<file path="src/rxs_pkg.sv">
// shared constants and types of the receiver configuration block
package rxs_pkg;
    // ------------------------------------------------------------
    // register indices, byte address is four times the index
    // ------------------------------------------------------------
    localparam logic [5:0] IDX_RX_BW = 6'h10;
    localparam logic [5:0] IDX_CENTRE = 6'h11;
    localparam logic [5:0] IDX_SYNC_CTL = 6'h12;
    localparam logic [5:0] IDX_RSVD = 6'h13;
    localparam logic [5:0] IDX_STRENGTH = 6'h14;
    localparam logic [5:0] IDX_ONOFF = 6'h15;
    localparam logic [5:0] IDX_PAT3 = 6'h16;
    localparam logic [5:0] IDX_PAT0 = 6'h19;
    localparam logic [5:0] IDX_FILL_CTL = 6'h20;
    // ------------------------------------------------------------
    // reset values
    // ------------------------------------------------------------
    localparam logic [7:0] RST_RX_BW = 8'ha3;
    localparam logic [7:0] RST_CENTRE = 8'h38;
    localparam logic [7:0] RST_SYNC_CTL = 8'h18;
    localparam logic [7:0] RST_RSVD = 8'h07;
    localparam logic [7:0] RST_ONOFF = 8'h00;
    localparam logic [7:0] RST_PAT = 8'h00;
    localparam logic [2:0] RST_FILL_CTL = 3'h0;
    // ------------------------------------------------------------
    // field positions
    // ------------------------------------------------------------
    localparam int POS_POLY_EN = 7;
    localparam int POS_BITSYNC_OFF = 6;
    localparam int POS_SYNC_EN = 5;
    localparam int POS_SYNC_SIZE = 3;
    localparam int POS_SYNC_TOL = 1;
    localparam int POS_STEP = 5;
    localparam int POS_DECAY = 2;
    localparam int POS_FILL_METHOD = 0;
    localparam int POS_CONT_MODE = 1;
    localparam int POS_FILL_MANUAL = 2;
    localparam int POS_FILL_CLEAR = 3;
    localparam int POS_FILL_STATUS = 4;
    localparam int SYNC_MAX_BITS = 32;
    // ------------------------------------------------------------
    // decoded configuration handed to the analog front end
    // ------------------------------------------------------------
    typedef struct packed {
        logic [3:0] lowpass_bw_code;
        logic [9:0] lowpass_bw_khz;
        logic [3:0] rx_bandwidth_code;
        logic [3:0] polyphase_centre_code;
        logic polyphase_enable;
        logic bitsync_bypass;
        logic [3:0] onoff_threshold_step;   // half dB units
        logic onoff_decay_per_chip;         // 1: several per chip
        logic [2:0] onoff_decay_log2;
        logic [1:0] onoff_average_cutoff;
    } rxs_cfg_t;
endpackage : rxs_pkg

</file>
<file path="src/rxs_rx_config.sv">
// receiver configuration registers with sync word recognition
//
// The implementer's own choice: the APB interface to the registers.
`timescale 1ns/100ps
// Contract
// - lowpass code maps to sixteen bandwidths, reset 1010
// - receiver bandwidth code, reset 0011
// - polyphase centre code, reset 0011
// - polyphase filter only when enabled, reset off
// - bit synchronizer bypassed when disable bit set in continuous mode only
// - sync recognition only while enabled
// - sync size code selects 8 to 32 bits
// - tolerance code allows zero to three errors
// - four pattern bytes, leading bytes used by size
// - signal strength read only, half dB steps
// - threshold step code, 0.5 to 6 dB
// - threshold decay rate code
// - average cutoff codes 00 or 11 only
// - auto fill starts on sync when method 0
module rxs_rx_config
    import rxs_pkg::*;
#(
    parameter int ADDR_W = 8
) (
    input wire logic pclk,
    input wire logic presetn,
    input wire logic psel,
    input wire logic penable,
    input wire logic pwrite,
    input wire logic [ADDR_W-1:0] paddr,
    input wire logic [31:0] pwdata,
    output logic [31:0] prdata,
    output logic pready,
    output logic pslverr,
    input wire logic demod_bit,
    input wire logic bitsync_clk,
    input wire logic [7:0] strength_in,
    output rxs_cfg_t rx_cfg,
    output logic rx_data_out,
    output logic rx_data_strobe,
    output logic sync_detect,
    output logic fifo_fill_active,
    output logic fifo_fill_start
);
    // ------------------------------------------------------------
    // register storage
    // ------------------------------------------------------------
    logic [7:0] bw_reg, centre_reg, syncctl_reg, rsvd_reg, onoff_reg;
    logic [7:0] pat_reg [4];
    logic [2:0] fillctl_reg;
    logic fill_reg, fill_next;
    logic [31:0] prdata_reg, rd_mux;
    rxs_cfg_t cfg_reg, cfg_next;

    // ------------------------------------------------------------
    // apb decode
    // ------------------------------------------------------------
    wire [5:0] idx = paddr[7:2];
    wire aligned = (paddr[1:0] == 2'b00) && ((paddr >> 8) == '0);
    wire is_pat = (idx >= IDX_PAT3) && (idx <= IDX_PAT0);
    wire hit = aligned && (is_pat || (idx >= IDX_RX_BW
        && idx <= IDX_ONOFF) || idx == IDX_FILL_CTL);
    wire access = psel && penable;
    wire wr_en = access && pwrite && hit;
    wire [1:0] pat_sel = 2'(idx - IDX_PAT3);
    wire [7:0] wbyte = pwdata[7:0];

    // zero wait state; errors only on unmapped addresses
    assign pready = 1'b1;
    assign pslverr = access && !hit;
    assign prdata = prdata_reg;

    // ------------------------------------------------------------
    // synchronisers for pins from the demodulator
    // ------------------------------------------------------------
    logic data_s1, data_s2, dclk_s1, dclk_s2, dclk_prev;
    logic [7:0] str_s1, str_s2, str_s3, str_hold;

    // strength bits may cross in different cycles; the held copy only
    // takes a word that stood unchanged for two samples
    always_ff @(posedge pclk or negedge presetn) begin
        if (!presetn) begin
            data_s1 <= 1'b0;
            data_s2 <= 1'b0;
            dclk_s1 <= 1'b0;
            dclk_s2 <= 1'b0;
            dclk_prev <= 1'b0;
            str_s1 <= 8'h00;
            str_s2 <= 8'h00;
            str_s3 <= 8'h00;
            str_hold <= 8'h00;
        end else begin
            data_s1 <= demod_bit;
            data_s2 <= data_s1;
            dclk_s1 <= bitsync_clk;
            dclk_s2 <= dclk_s1;
            dclk_prev <= dclk_s2;
            str_s1 <= strength_in;
            str_s2 <= str_s1;
            str_s3 <= str_s2;
            if (str_s3 == str_s2) str_hold <= str_s2;
        end
    end

    // ------------------------------------------------------------
    // software registers
    // ------------------------------------------------------------
    // the strength index has no storage, so writes vanish
    always_ff @(posedge pclk or negedge presetn) begin
        if (!presetn) begin
            bw_reg <= RST_RX_BW;
            centre_reg <= RST_CENTRE;
            syncctl_reg <= RST_SYNC_CTL;
            rsvd_reg <= RST_RSVD;
            onoff_reg <= RST_ONOFF;
            fillctl_reg <= RST_FILL_CTL;
        end else if (wr_en) begin
            if (idx == IDX_RX_BW) bw_reg <= wbyte;
            if (idx == IDX_CENTRE) centre_reg <= wbyte;
            if (idx == IDX_SYNC_CTL) syncctl_reg <= wbyte;
            if (idx == IDX_RSVD) rsvd_reg <= wbyte;
            if (idx == IDX_ONOFF) onoff_reg <= wbyte;
            if (idx == IDX_FILL_CTL) fillctl_reg <= wbyte[2:0];
        end
    end

    // pattern bytes, entry 0 holds the first byte on air
    always_ff @(posedge pclk or negedge presetn) begin
        if (!presetn) begin
            for (int i = 0; i < 4; i++) pat_reg[i] <= RST_PAT;
        end else if (wr_en && is_pat) begin
            pat_reg[pat_sel] <= wbyte;
        end
    end

    // ------------------------------------------------------------
    // read data, captured in the setup phase
    // ------------------------------------------------------------
    wire [7:0] fill_rd = {3'b000, fill_reg, 1'b0, fillctl_reg};
    wire [7:0] rd_byte =
        (idx == IDX_RX_BW) ? bw_reg :
        (idx == IDX_CENTRE) ? centre_reg :
        (idx == IDX_SYNC_CTL) ? syncctl_reg :
        (idx == IDX_RSVD) ? rsvd_reg :
        (idx == IDX_STRENGTH) ? str_hold :
        (idx == IDX_ONOFF) ? onoff_reg :
        is_pat ? pat_reg[pat_sel] :
        (idx == IDX_FILL_CTL) ? fill_rd : 8'h00;
    assign rd_mux = (hit && !pwrite) ? {24'h000000, rd_byte} : 32'h0;

    always_ff @(posedge pclk or negedge presetn) begin
        if (!presetn) prdata_reg <= 32'h0;
        else if (psel && !penable) prdata_reg <= rd_mux;
    end

    // ------------------------------------------------------------
    // control fields
    // ------------------------------------------------------------
    wire sync_en = syncctl_reg[POS_SYNC_EN];
    wire [1:0] sync_size = syncctl_reg[POS_SYNC_SIZE +: 2];
    wire [1:0] sync_tol = syncctl_reg[POS_SYNC_TOL +: 2];
    wire cont_mode = fillctl_reg[POS_CONT_MODE];
    wire fill_method = fillctl_reg[POS_FILL_METHOD];
    wire bitsync_bypass = cont_mode && syncctl_reg[POS_BITSYNC_OFF];
    wire [2:0] step = onoff_reg[POS_STEP +: 3];
    wire [2:0] decay = onoff_reg[POS_DECAY +: 3];

    // bandwidth table of the passive lowpass filter, in kHz
    function automatic logic [9:0] lp_khz(input logic [3:0] c);
        case (c)
            4'h0: lp_khz = 10'd65;
            4'h1: lp_khz = 10'd82;
            4'h2: lp_khz = 10'd109;
            4'h3: lp_khz = 10'd137;
            4'h4: lp_khz = 10'd157;
            4'h5: lp_khz = 10'd184;
            4'h6: lp_khz = 10'd211;
            4'h7: lp_khz = 10'd234;
            4'h8: lp_khz = 10'd262;
            4'h9: lp_khz = 10'd321;
            4'ha: lp_khz = 10'd378;
            4'hb: lp_khz = 10'd414;
            4'hc: lp_khz = 10'd458;
            4'hd: lp_khz = 10'd514;
            4'he: lp_khz = 10'd676;
            default: lp_khz = 10'd987;
        endcase
    endfunction : lp_khz

    // cutoffs scale with the crystal, so the analog side gets codes
    always_comb begin
        cfg_next.lowpass_bw_code = bw_reg[7:4];
        cfg_next.lowpass_bw_khz = lp_khz(bw_reg[7:4]);
        cfg_next.rx_bandwidth_code = bw_reg[3:0];
        cfg_next.polyphase_centre_code = centre_reg[7:4];
        cfg_next.polyphase_enable = syncctl_reg[POS_POLY_EN];
        cfg_next.bitsync_bypass = bitsync_bypass;
        // codes 0-3 step half dB, 4-7 step whole dB from 3 dB
        cfg_next.onoff_threshold_step = step[2] ?
            4'({step[1:0], 1'b0} + 4'd6) : 4'({1'b0, step} + 4'd1);
        cfg_next.onoff_decay_per_chip = decay[2];
        cfg_next.onoff_decay_log2 = decay[2] ?
            3'({1'b0, decay[1:0]} + 3'd1) : {1'b0, decay[1:0]};
        // reserved codes fall back to the default cutoff
        cfg_next.onoff_average_cutoff =
            (onoff_reg[1:0] == 2'b11) ? 2'b11 : 2'b00;
    end

    always_ff @(posedge pclk or negedge presetn) begin
        if (!presetn) cfg_reg <= '0;
        else cfg_reg <= cfg_next;
    end
    assign rx_cfg = cfg_reg;

    // ------------------------------------------------------------
    // bit path and synchroniser bypass
    // ------------------------------------------------------------
    wire dclk_rise = dclk_s2 && !dclk_prev;
    wire bit_take = !bitsync_bypass && dclk_rise;
    logic data_reg, strobe_reg;

    // bypassed data has no bit timing, so no strobes then
    always_ff @(posedge pclk or negedge presetn) begin
        if (!presetn) begin
            data_reg <= 1'b0;
            strobe_reg <= 1'b0;
        end else begin
            if (bitsync_bypass || bit_take) data_reg <= data_s2;
            strobe_reg <= bit_take;
        end
    end
    assign rx_data_out = data_reg;
    assign rx_data_strobe = strobe_reg;

    // ------------------------------------------------------------
    // sync word matcher
    // ------------------------------------------------------------
    logic [31:0] shift_reg;
    logic [5:0] cnt_reg;
    logic det_reg;
    wire [31:0] pattern = {pat_reg[0], pat_reg[1], pat_reg[2], pat_reg[3]};
    wire [4:0] drop = 5'({3'b000, ~sync_size} << 3);
    wire [31:0] want = pattern >> drop;
    wire [31:0] mask = 32'hffffffff >> drop;
    wire [31:0] diff = (shift_reg ^ want) & mask;
    wire [5:0] need = 6'({1'b0, sync_size, 3'b000} + 6'd8);

    function automatic logic [5:0] ones(input logic [31:0] v);
        ones = 6'd0;
        for (int i = 0; i < 32; i++) ones = ones + 6'(v[i]);
    endfunction : ones

    wire [5:0] errs = ones(diff);
    wire match = sync_en && strobe_reg && cnt_reg >= need
        && errs <= {4'b0000, sync_tol};

    // restart counting after a hit to avoid back-to-back detects
    always_ff @(posedge pclk or negedge presetn) begin
        if (!presetn) begin
            shift_reg <= 32'h0;
            cnt_reg <= 6'd0;
            det_reg <= 1'b0;
        end else begin
            det_reg <= match;
            if (!sync_en || match) cnt_reg <= 6'd0;
            else if (bit_take && cnt_reg != 6'(SYNC_MAX_BITS))
                cnt_reg <= cnt_reg + 6'd1;
            if (bit_take) shift_reg <= {shift_reg[30:0], data_s2};
        end
    end
    assign sync_detect = det_reg;

    // ------------------------------------------------------------
    // fifo fill control
    // ------------------------------------------------------------
    wire clr_wr = wr_en && idx == IDX_FILL_CTL && wbyte[POS_FILL_CLEAR];
    wire auto_start = !fill_method && det_reg && !fill_reg;
    // a sync hit in the clearing cycle wins over the clear
    assign fill_next = fill_method ? fillctl_reg[POS_FILL_MANUAL] :
        (det_reg || (fill_reg && !clr_wr));

    logic start_reg;
    always_ff @(posedge pclk or negedge presetn) begin
        if (!presetn) begin
            fill_reg <= 1'b0;
            start_reg <= 1'b0;
        end else begin
            fill_reg <= fill_next;
            start_reg <= auto_start;
        end
    end
    assign fifo_fill_active = fill_reg;
    assign fifo_fill_start = start_reg;

    // ------------------------------------------------------------
    // assertions
    // ------------------------------------------------------------
    a_unmapped_err: assert property (@(posedge pclk) disable iff (!presetn)
        access && !hit |-> pslverr) else $error("unmapped not flagged");
    a_strength_read: assert property (
        @(posedge pclk) disable iff (!presetn)
        psel && !penable && !pwrite && aligned && idx == IDX_STRENGTH
        |=> prdata == {24'h0, $past(str_hold)})
        else $error("strength read wrong");
    a_lowpass_map: assert property (
        @(posedge pclk) disable iff (!presetn)
        bw_reg[7:4] == 4'hf |=> rx_cfg.lowpass_bw_khz == 10'd987)
        else $error("lowpass table wrong");
    a_step_map: assert property (
        @(posedge pclk) disable iff (!presetn)
        step == 3'b111 |=> rx_cfg.onoff_threshold_step == 4'd12)
        else $error("step map wrong");
    a_cutoff_legal: assert property (
        @(posedge pclk) disable iff (!presetn)
        rx_cfg.onoff_average_cutoff inside {2'b00, 2'b11})
        else $error("reserved cutoff code");
    a_sync_off_quiet: assert property (
        @(posedge pclk) disable iff (!presetn)
        !sync_en ##1 !sync_en |-> !sync_detect)
        else $error("detect while disabled");
    a_detect_tol: assert property (
        @(posedge pclk) disable iff (!presetn)
        strobe_reg && sync_en && errs > {4'b0000, sync_tol}
        |=> !sync_detect) else $error("detect beyond tolerance");
    a_bypass_hold: assert property (
        @(posedge pclk) disable iff (!presetn)
        bitsync_bypass |=> !rx_data_strobe && rx_data_out == $past(data_s2))
        else $error("bypass path wrong");
    a_fill_auto: assert property (
        @(posedge pclk) disable iff (!presetn)
        !fill_method && sync_detect |=> fifo_fill_active)
        else $error("fill not started");
    a_size_need: assert property (
        @(posedge pclk) disable iff (!presetn)
        sync_detect |-> $past(cnt_reg) >= $past(need))
        else $error("detect with too few bits");

    // decoded fields follow their registers one cycle later
    a_bw_codes: assert property (
        @(posedge pclk) disable iff (!presetn)
        presetn |=> rx_cfg.rx_bandwidth_code == $past(bw_reg[3:0])
        && rx_cfg.polyphase_centre_code == $past(centre_reg[7:4]))
        else $error("bandwidth codes wrong");
    a_poly_follow: assert property (
        @(posedge pclk) disable iff (!presetn)
        presetn |=> rx_cfg.polyphase_enable
        == $past(syncctl_reg[POS_POLY_EN]))
        else $error("polyphase enable wrong");
    a_bypass_cfg: assert property (
        @(posedge pclk) disable iff (!presetn)
        presetn |=> rx_cfg.bitsync_bypass == $past(bitsync_bypass))
        else $error("bypass flag wrong");
    a_decay_map: assert property (
        @(posedge pclk) disable iff (!presetn)
        decay == 3'b111 |=> rx_cfg.onoff_decay_per_chip
        && rx_cfg.onoff_decay_log2 == 3'd4)
        else $error("decay map wrong");

    // bit path and matcher housekeeping
    a_strobe_data: assert property (
        @(posedge pclk) disable iff (!presetn)
        rx_data_strobe |-> rx_data_out == $past(data_s2))
        else $error("taken bit wrong");
    a_cnt_restart: assert property (
        @(posedge pclk) disable iff (!presetn)
        !sync_en |=> cnt_reg == 6'd0)
        else $error("bit count kept while disabled");

    // a start pulse always comes with the fill level
    a_fill_start: assert property (
        @(posedge pclk) disable iff (!presetn)
        fifo_fill_start |-> fifo_fill_active)
        else $error("start without fill");
endmodule : rxs_rx_config

</file>
<file path="config.mk">
export PLATFORM = sky130hd
export DESIGN_NAME = rxs_rx_config
export DESIGN_NICKNAME = d
export VERILOG_FILES = /design/src/rxs_pkg.sv /design/src/rxs_rx_config.sv
export SDC_FILE = /design/constraint.sdc
export NUM_CORES = 1
export LEC_CHECK = 0
export BUFFER_PORTS_ARGS = -buffer_cell sky130_fd_sc_hd__buf_2
export CORE_UTILIZATION = 60
export CTS_BUF_LIST = sky130_fd_sc_hd__clkbuf_4
export CTS_CLUSTER_SIZE = 12
export DETAILED_ROUTE_END_ITERATION = 8
export HOLD_SLACK_MARGIN = 0.06
export PLACE_DENSITY = 0.93
export SYNTH_ARGS = -nofsm -noshare
export SYNTH_HDL_FRONTEND = slang
export SYNTH_SLANG_ARGS = --single-unit
</file>
<file path="constraint.sdc">
create_clock -name pclk -period 9.2 [get_ports pclk]
set_input_delay 1.38 -clock pclk [delete_from_list [all_inputs] [get_ports pclk]]
set_output_delay 1.38 -clock pclk [all_outputs]
set_load 0.005 [all_outputs]
</file>
Yosys cells after proc, flatten, opt, wreduce, memory -nomap -nowiden

Memories as Yosys holds them, arrays and structs flattened. A register that Yosys moved wholly into a read port is not among the register bits.
Cells that the tools add are included.

Bits in registers: 211
Bits in latches: 0
RAM bits: 0
Bits in read-only memories: 160
Word-level logic and storage cells: 165
Memories: 1

Memory list:

| memory          | words | width | rd ports | clocked after memory_dff | write ports | RTL line             | RTL |
|---|---|---|---|---|---|---|---|
| (no name shown) | 16    | 10    | 1        | 1                        | 0           | rxs_rx_config.sv:170 | `case (c)` |

Add/sub/neg operators: 37
Multiply operators: 0
Divide/modulo/power cells: 0
Order comparisons: 8
Equality and inequality tests: 10
Shift-type cells: 2
Multiplexer cells: 21
Bitwise logic cells: 4
Reductions and logical operators: 46

Operator list:

| kind                  | count |
|---|---|
| $add 6x1->6           | 26 |
| $mux 8                | 11 |
| $eq 6x5->1 const B    | 6 |
| $and 32x32->32        | 1 |
| $bwmux 32             | 1 |
| $shr 32x5->32         | 1 |
| $shr 32x5->32 const A | 1 |
| $xor 32x32->32        | 1 |
| $logic_and 1x1->1     | 23 |
| $bmux 8 s2            | 1 |
| $demux 8 s2           | 1 |
| $ge 6x5->1 const B    | 2 |
| $le 6x5->1 const B    | 2 |
| $mux 6                | 2 |
| $reduce_and 2->1      | 6 |
| $logic_not 1->1       | 10 |
| $eq 8x8->1            | 1 |
| $add 5x1->6           | 1 |
| $add 5x4->6 const B   | 1 |
| $add 6x1->6 const B   | 1 |
| $eq 6x6->1 const B    | 1 |
| $ge 6x6->1            | 1 |
| $le 6x2->1            | 1 |
| $ne 6x6->1 const B    | 1 |
| 21 further kinds      | 25 |

Logic depth before layout (Yosys ltp)

Depth after elaboration: 39
Mapped depth: 25

Least setup slack after synthesis

OpenSTA, ideal clock, no wires.

Path type: register to register
From: reg syncctl_reg[4]
To: reg cnt_reg[0]
Library setup time: 0.151 ns
Arrival: 6.910 ns
Slack: 2.139 ns
Stages on the path, launching flop included: 26
Path buffers: 2
Clock period less this slack: 7.061 ns
Cell sequence: dfstp_2 -> clkbuf_1 -> clkbuf_1 -> mux2i_1 -> nor2_1 -> a21oi_1 -> xor2_1 -> nor2_1 -> fa_1 -> inv_1 -> fa_1 -> fa_1 -> inv_1 -> fa_1 -> fa_1 -> fa_1 -> ha_1 -> inv_1 -> fa_1 -> inv_1 -> ha_1 -> nor2b_1 -> o21ai_0 -> nand4_1 -> a211oi_1 -> nor3b_1

Longest elaborated chain between the ends: 39
Elaborated cells between the ends (all ways): 44

Ends and longest elaborated chain:

| item                                               | RTL line             | RTL |
|---|---|---|
| from (decl)                                        | rxs_rx_config.sv:48  | `logic [7:0] bw_reg, centre_reg, syncctl_reg, rsvd_reg, onoff_reg;` |
| from (signal assigned)                             | rxs_rx_config.sv:120 | `if (idx == IDX_SYNC_CTL) syncctl_reg <= wbyte;` |
| $not 2->2                                          | rxs_rx_config.sv:242 | `wire [4:0] drop = 5'({3'b000, ~sync_size} << 3);` |
| $shr 32x5->32                                      | rxs_rx_config.sv:243 | `wire [31:0] want = pattern >> drop;` |
| $xor 32x32->32                                     | rxs_rx_config.sv:245 | `wire [31:0] diff = (shift_reg ^ want) & mask;` |
| $and 32x32->32                                     | rxs_rx_config.sv:245 |  |
| $add 1x1->2                                        | rxs_rx_config.sv:250 | `for (int i = 0; i < 32; i++) ones = ones + 6'(v[i]);` |
| $add 2x1->3                                        | rxs_rx_config.sv:250 |  |
| $add 3x1->4                                        | rxs_rx_config.sv:250 |  |
| $add 4x1->5                                        | rxs_rx_config.sv:250 |  |
| $add 5x1->6                                        | rxs_rx_config.sv:250 |  |
| $add 6x1->6 (26 in a row)                          | rxs_rx_config.sv:250 |  |
| $le 6x2->1                                         | rxs_rx_config.sv:255 | `&& errs <= {4'b0000, sync_tol};` |
| $logic_and 1x1->1 (*)                              | rxs_rx_config.sv:255 |  |
| net match                                          | rxs_rx_config.sv:254 | `wire match = sync_en && strobe_reg && cnt_reg >= need` |
| $logic_or 1x1->1 (*)                               | rxs_rx_config.sv:265 | `if (!sync_en \|\| match) cnt_reg <= 6'd0;` |
| $mux 6 / $reduce_bool 2->1 (equally long branches) | n/a                  |  |
| to (signal assigned)                               | rxs_rx_config.sv:267 | `cnt_reg <= cnt_reg + 6'd1;` |
| to (decl)                                          | rxs_rx_config.sv:239 | `logic [5:0] cnt_reg;` |

The timed path passes the listed nets; every way through them passes the cells marked *.
A chain may end at the register's enable or synchronous reset.

Worst setup path in the final report

From: reg syncctl_reg[3]
To: reg cnt_reg[2]

The elaborated chain is that of the path after synthesis.

==> results.md <==
- Status: complete, no violations
- Core area: 0.01612 mm2
- RD Place Congestion: 0.9174
- Clock-pin slew on the worst setup and hold paths: around 0.17 ns
- All-Layer GR Usage: a little over a quarter
- Initial DRC count: 641
- Slowest cell delay on critical path: approximately 0.84 ns
- Worst setup SP type: register
- Post-synthesis register bit count: a little under 200
- CTS tree: built
- Port bufs: 78
- Antenna Nets Post-Route: 0
- Hold slack: approximately 0.36 ns
- Cts hold-fix bufs: 0
- Period utilisation layout: 87.91%
- Die Span X: about 130 um
- CTS root buffer: clkbuf_4
- Die Span Y: 131.4 um
- Largest net degree at the start of global routing: 114
- Via density: 5.782
- Initial Util: between 60 and 70%
- Number of H-tree levels: 4
- Grt total ovfl: 0
- Layout cells sized above 1: between 20 and 25%
- CP Capture Type: register
- DRC: 0
- Tmin final: 8.087 ns
- Area delta synth->final: 7.230%
- NumNets Final: 1051
- Worst Path Max Fanout: 21
- TritonRoute pass-1 iters: 5
- Max reg flops: 33
- Leakage power: roughly 0.0054 uW
- PwrDens: roughly 170 mW/mm2
- Crit-path cells: clkinv_1 -> nor2_1 -> nand2_1 -> xnor2_1 -> nand2_1 -> fa_1 -> fa_1 -> inv_1 -> fa_1 -> fa_1 -> fa_1 -> fa_1 -> ha_1 -> inv_1 -> fa_1 -> inv_1 -> ha_1 -> nor2b_1 -> o21ai_0 -> nand4_1 -> a211oi_1 -> nor3b_1
- Row Count: 46
- Critical path type: reg -> reg
- Wire length per cell: between 15 and 20 um
- Final Routed Wirelength: around 21000 um
- DIE AREA: between 0.015 and 0.02 mm2
- Final Max Slew Viols: 0
- HPWL Detailed: 15310 um
- CTS Sinks: roughly 200
- Data arrival, critical path: around 8.5 ns
- Resized cells post-CTS: 0
- Syn Inst Count: between 800 and 900
- First-pass GRT wire length: about 35000 um
- Clk Latency, worst-skew pair: 0.60 ns
- Unique cell type count in the Yosys netlist: 64
- Min-Delay Path Class: reg -> reg
- Measured slew at the worst slew-check pin: roughly 1 ns
- Cell Area, Synth: approximately 0.01 mm2
- Ys async rst share: 100.0%
- Worst-case clock buffer depth: 2
- Setup TNS: 0 ns
- Ant. Diodes: 0
- Post-synth top flop: dfrtp_1
- Synth warnings: 0
- CP max-delay cell: dfstp_2
- Vias: roughly 6800
- Vias in the first global route: ~6700
- Crit path top cell by count: fa_1
- Initial antenna violation count: 0
- EDFF count, synth: 0
- Max-slew headroom: between 30% and 40%
- VDD IR max: approximately 0.13 mV
- Final setup vio count: 0
- Post-CTS setup buffers: 0
- Mean Syn Cell Area: around 11 um2
- FMAX: approximately 120 MHz
- Number of buffers created by CTS: 17
- Top-level port count: about 130
- Final hold violations: 0
- Critical Path RT: 9.65 ns
- RSZ-0062 raised after global routing: no
- Maxcap violations: 0
- Seq/Total Area, Yosys: 48.94%
- Clock skew: roughly 0.018 ns
## placed cells by master (no fill, tap or decap), types with 6 or more instances in the layout
master	n
nor2_1	40
nand2_1	143
inv_1	45
ha_1	26
mux4_2	11
xor2_1	15
fa_1	24
dfstp_2	12
buf_2	77
clkbuf_4	18
mux2i_1	29
mux2_2	88
o21ai_0	23
a211oi_1	7
a221oi_1	8
conb_1	25
xnor2_1	31
nor3b_1	7
a21oi_1	30
nor2b_1	8
o21a_1	6
dfrtp_1	184
nand2b_1	10
nand4_1	7
## routing by layer
metal  track usage (%)  part of all wire [%]
met1             34.05                    41
met4             10.85                   3.0
met3             5.324                   6.0
met2             42.33                    50
met5                 0                     0
## power by group
| group | switching, uW | internal, uW | leakage [uW] |
|---|---|---|---|
| clock | 313 | 150 | 0.000159 |
| sequential | 32.7 | 895 | 0.00259 |
| combinational | 244 | 181 | 0.00269 |
| total | 590 | 1230 | 0.00544 |
## Yosys cell counts, drive strengths merged (5+ instances only)
master	n	area, um2
dfrtp	184	4604
nand2	144	543.0
mux2	88	991.0
inv	45	168.9
buf	42	275.3
nor2	42	167.7
xnor2	31	271.5
a21oi	30	150.1
mux2i	29	290.3
ha	26	325.3
clkbuf	24	90.09
fa	24	480.5
o21ai	23	115.1
xor2	15	131.4
dfstp	12	315.3
mux4	11	247.7
nand2b	10	62.56
a221oi	8	70.07
nand4	8	56.30
nor2b	8	50.05
a211oi	7	52.55
nor3b	7	52.55
o21a	6	45.04
o22ai	5	37.53
## cell type report
type	instances	area, um2
clock inverters	14	163.9
fillers	1181	5335
multi-input cells	600	4674
repair buffers	83	436.7
flip-flops and latches	196	4920
well taps	216	270.3
clock buffers	18	135.1
inverters	48	180.2
## final timing paths
check	cells past startpoint	slack, ns	from	endpoint
hold reg to reg	0	0.36	str_s1[0]$_DFF_PN0_	str_s2[0]$_DFF_PN0_
min in group asynchronous	1	0.88	presetn	data_s2$_DFF_PN0_
setup reg to reg	22	1.11	syncctl_reg[3]$_DFFE_PN1P_	cnt_reg[2]$_DFFE_PN0P_
max in group asynchronous	2	6.78	presetn	pat_reg[20]$_DFFE_PN0P_
setup / recovery	22	1.11	syncctl_reg[3]$_DFFE_PN1P_	cnt_reg[2]$_DFFE_PN0P_
hold / removal	0	0.36	str_s1[0]$_DFF_PN0_	str_s2[0]$_DFF_PN0_
## critical path: cells and delay by family, from the launching register on
family          cells  cell delay [ns]
fa+ha+maj           9             3.99
simple gates        6             1.24
compound gates      2             0.93
flops               1             0.84
buf+inv             4             0.76
xor+xnor            1             0.16
## stage by stage
| step | std cells | worst slack [ns] | util [%] | power, uW | area, um2 |
|---|---|---|---|---|---|
| global route | 1175 | 0.6304 | 66.89 | 1940 | 10780 |
| CTS | 1175 | 1.092 | 66.89 | 1823 | 10780 |
| detailed placement | 1143 | 1.156 | 65.04 | 1367 | 10480 |
| finish | 1175 | 1.113 | 66.89 | 1815 | 10780 |
| floorplan | 910 | 2.139 | - | 1255 | 10140 |
| global placement | 1143 | 1.446 | 65.04 | 1329 | 10480 |
## cell families after synthesis
kind of cell	Yosys count	share of synthesized area, %
AO/OA/AOI/OAI	107	7.169
XOR/XNOR	46	4.008
adder cells (fa/ha/maj)	50	8.015
buffers and inverters	114	5.426
flip-flops	196	48.94
multiplexers	128	15.21
other	2	0.07470
AND/OR/NAND/NOR	244	11.16
Note: power is estimated with default switching activity, not from simulation.
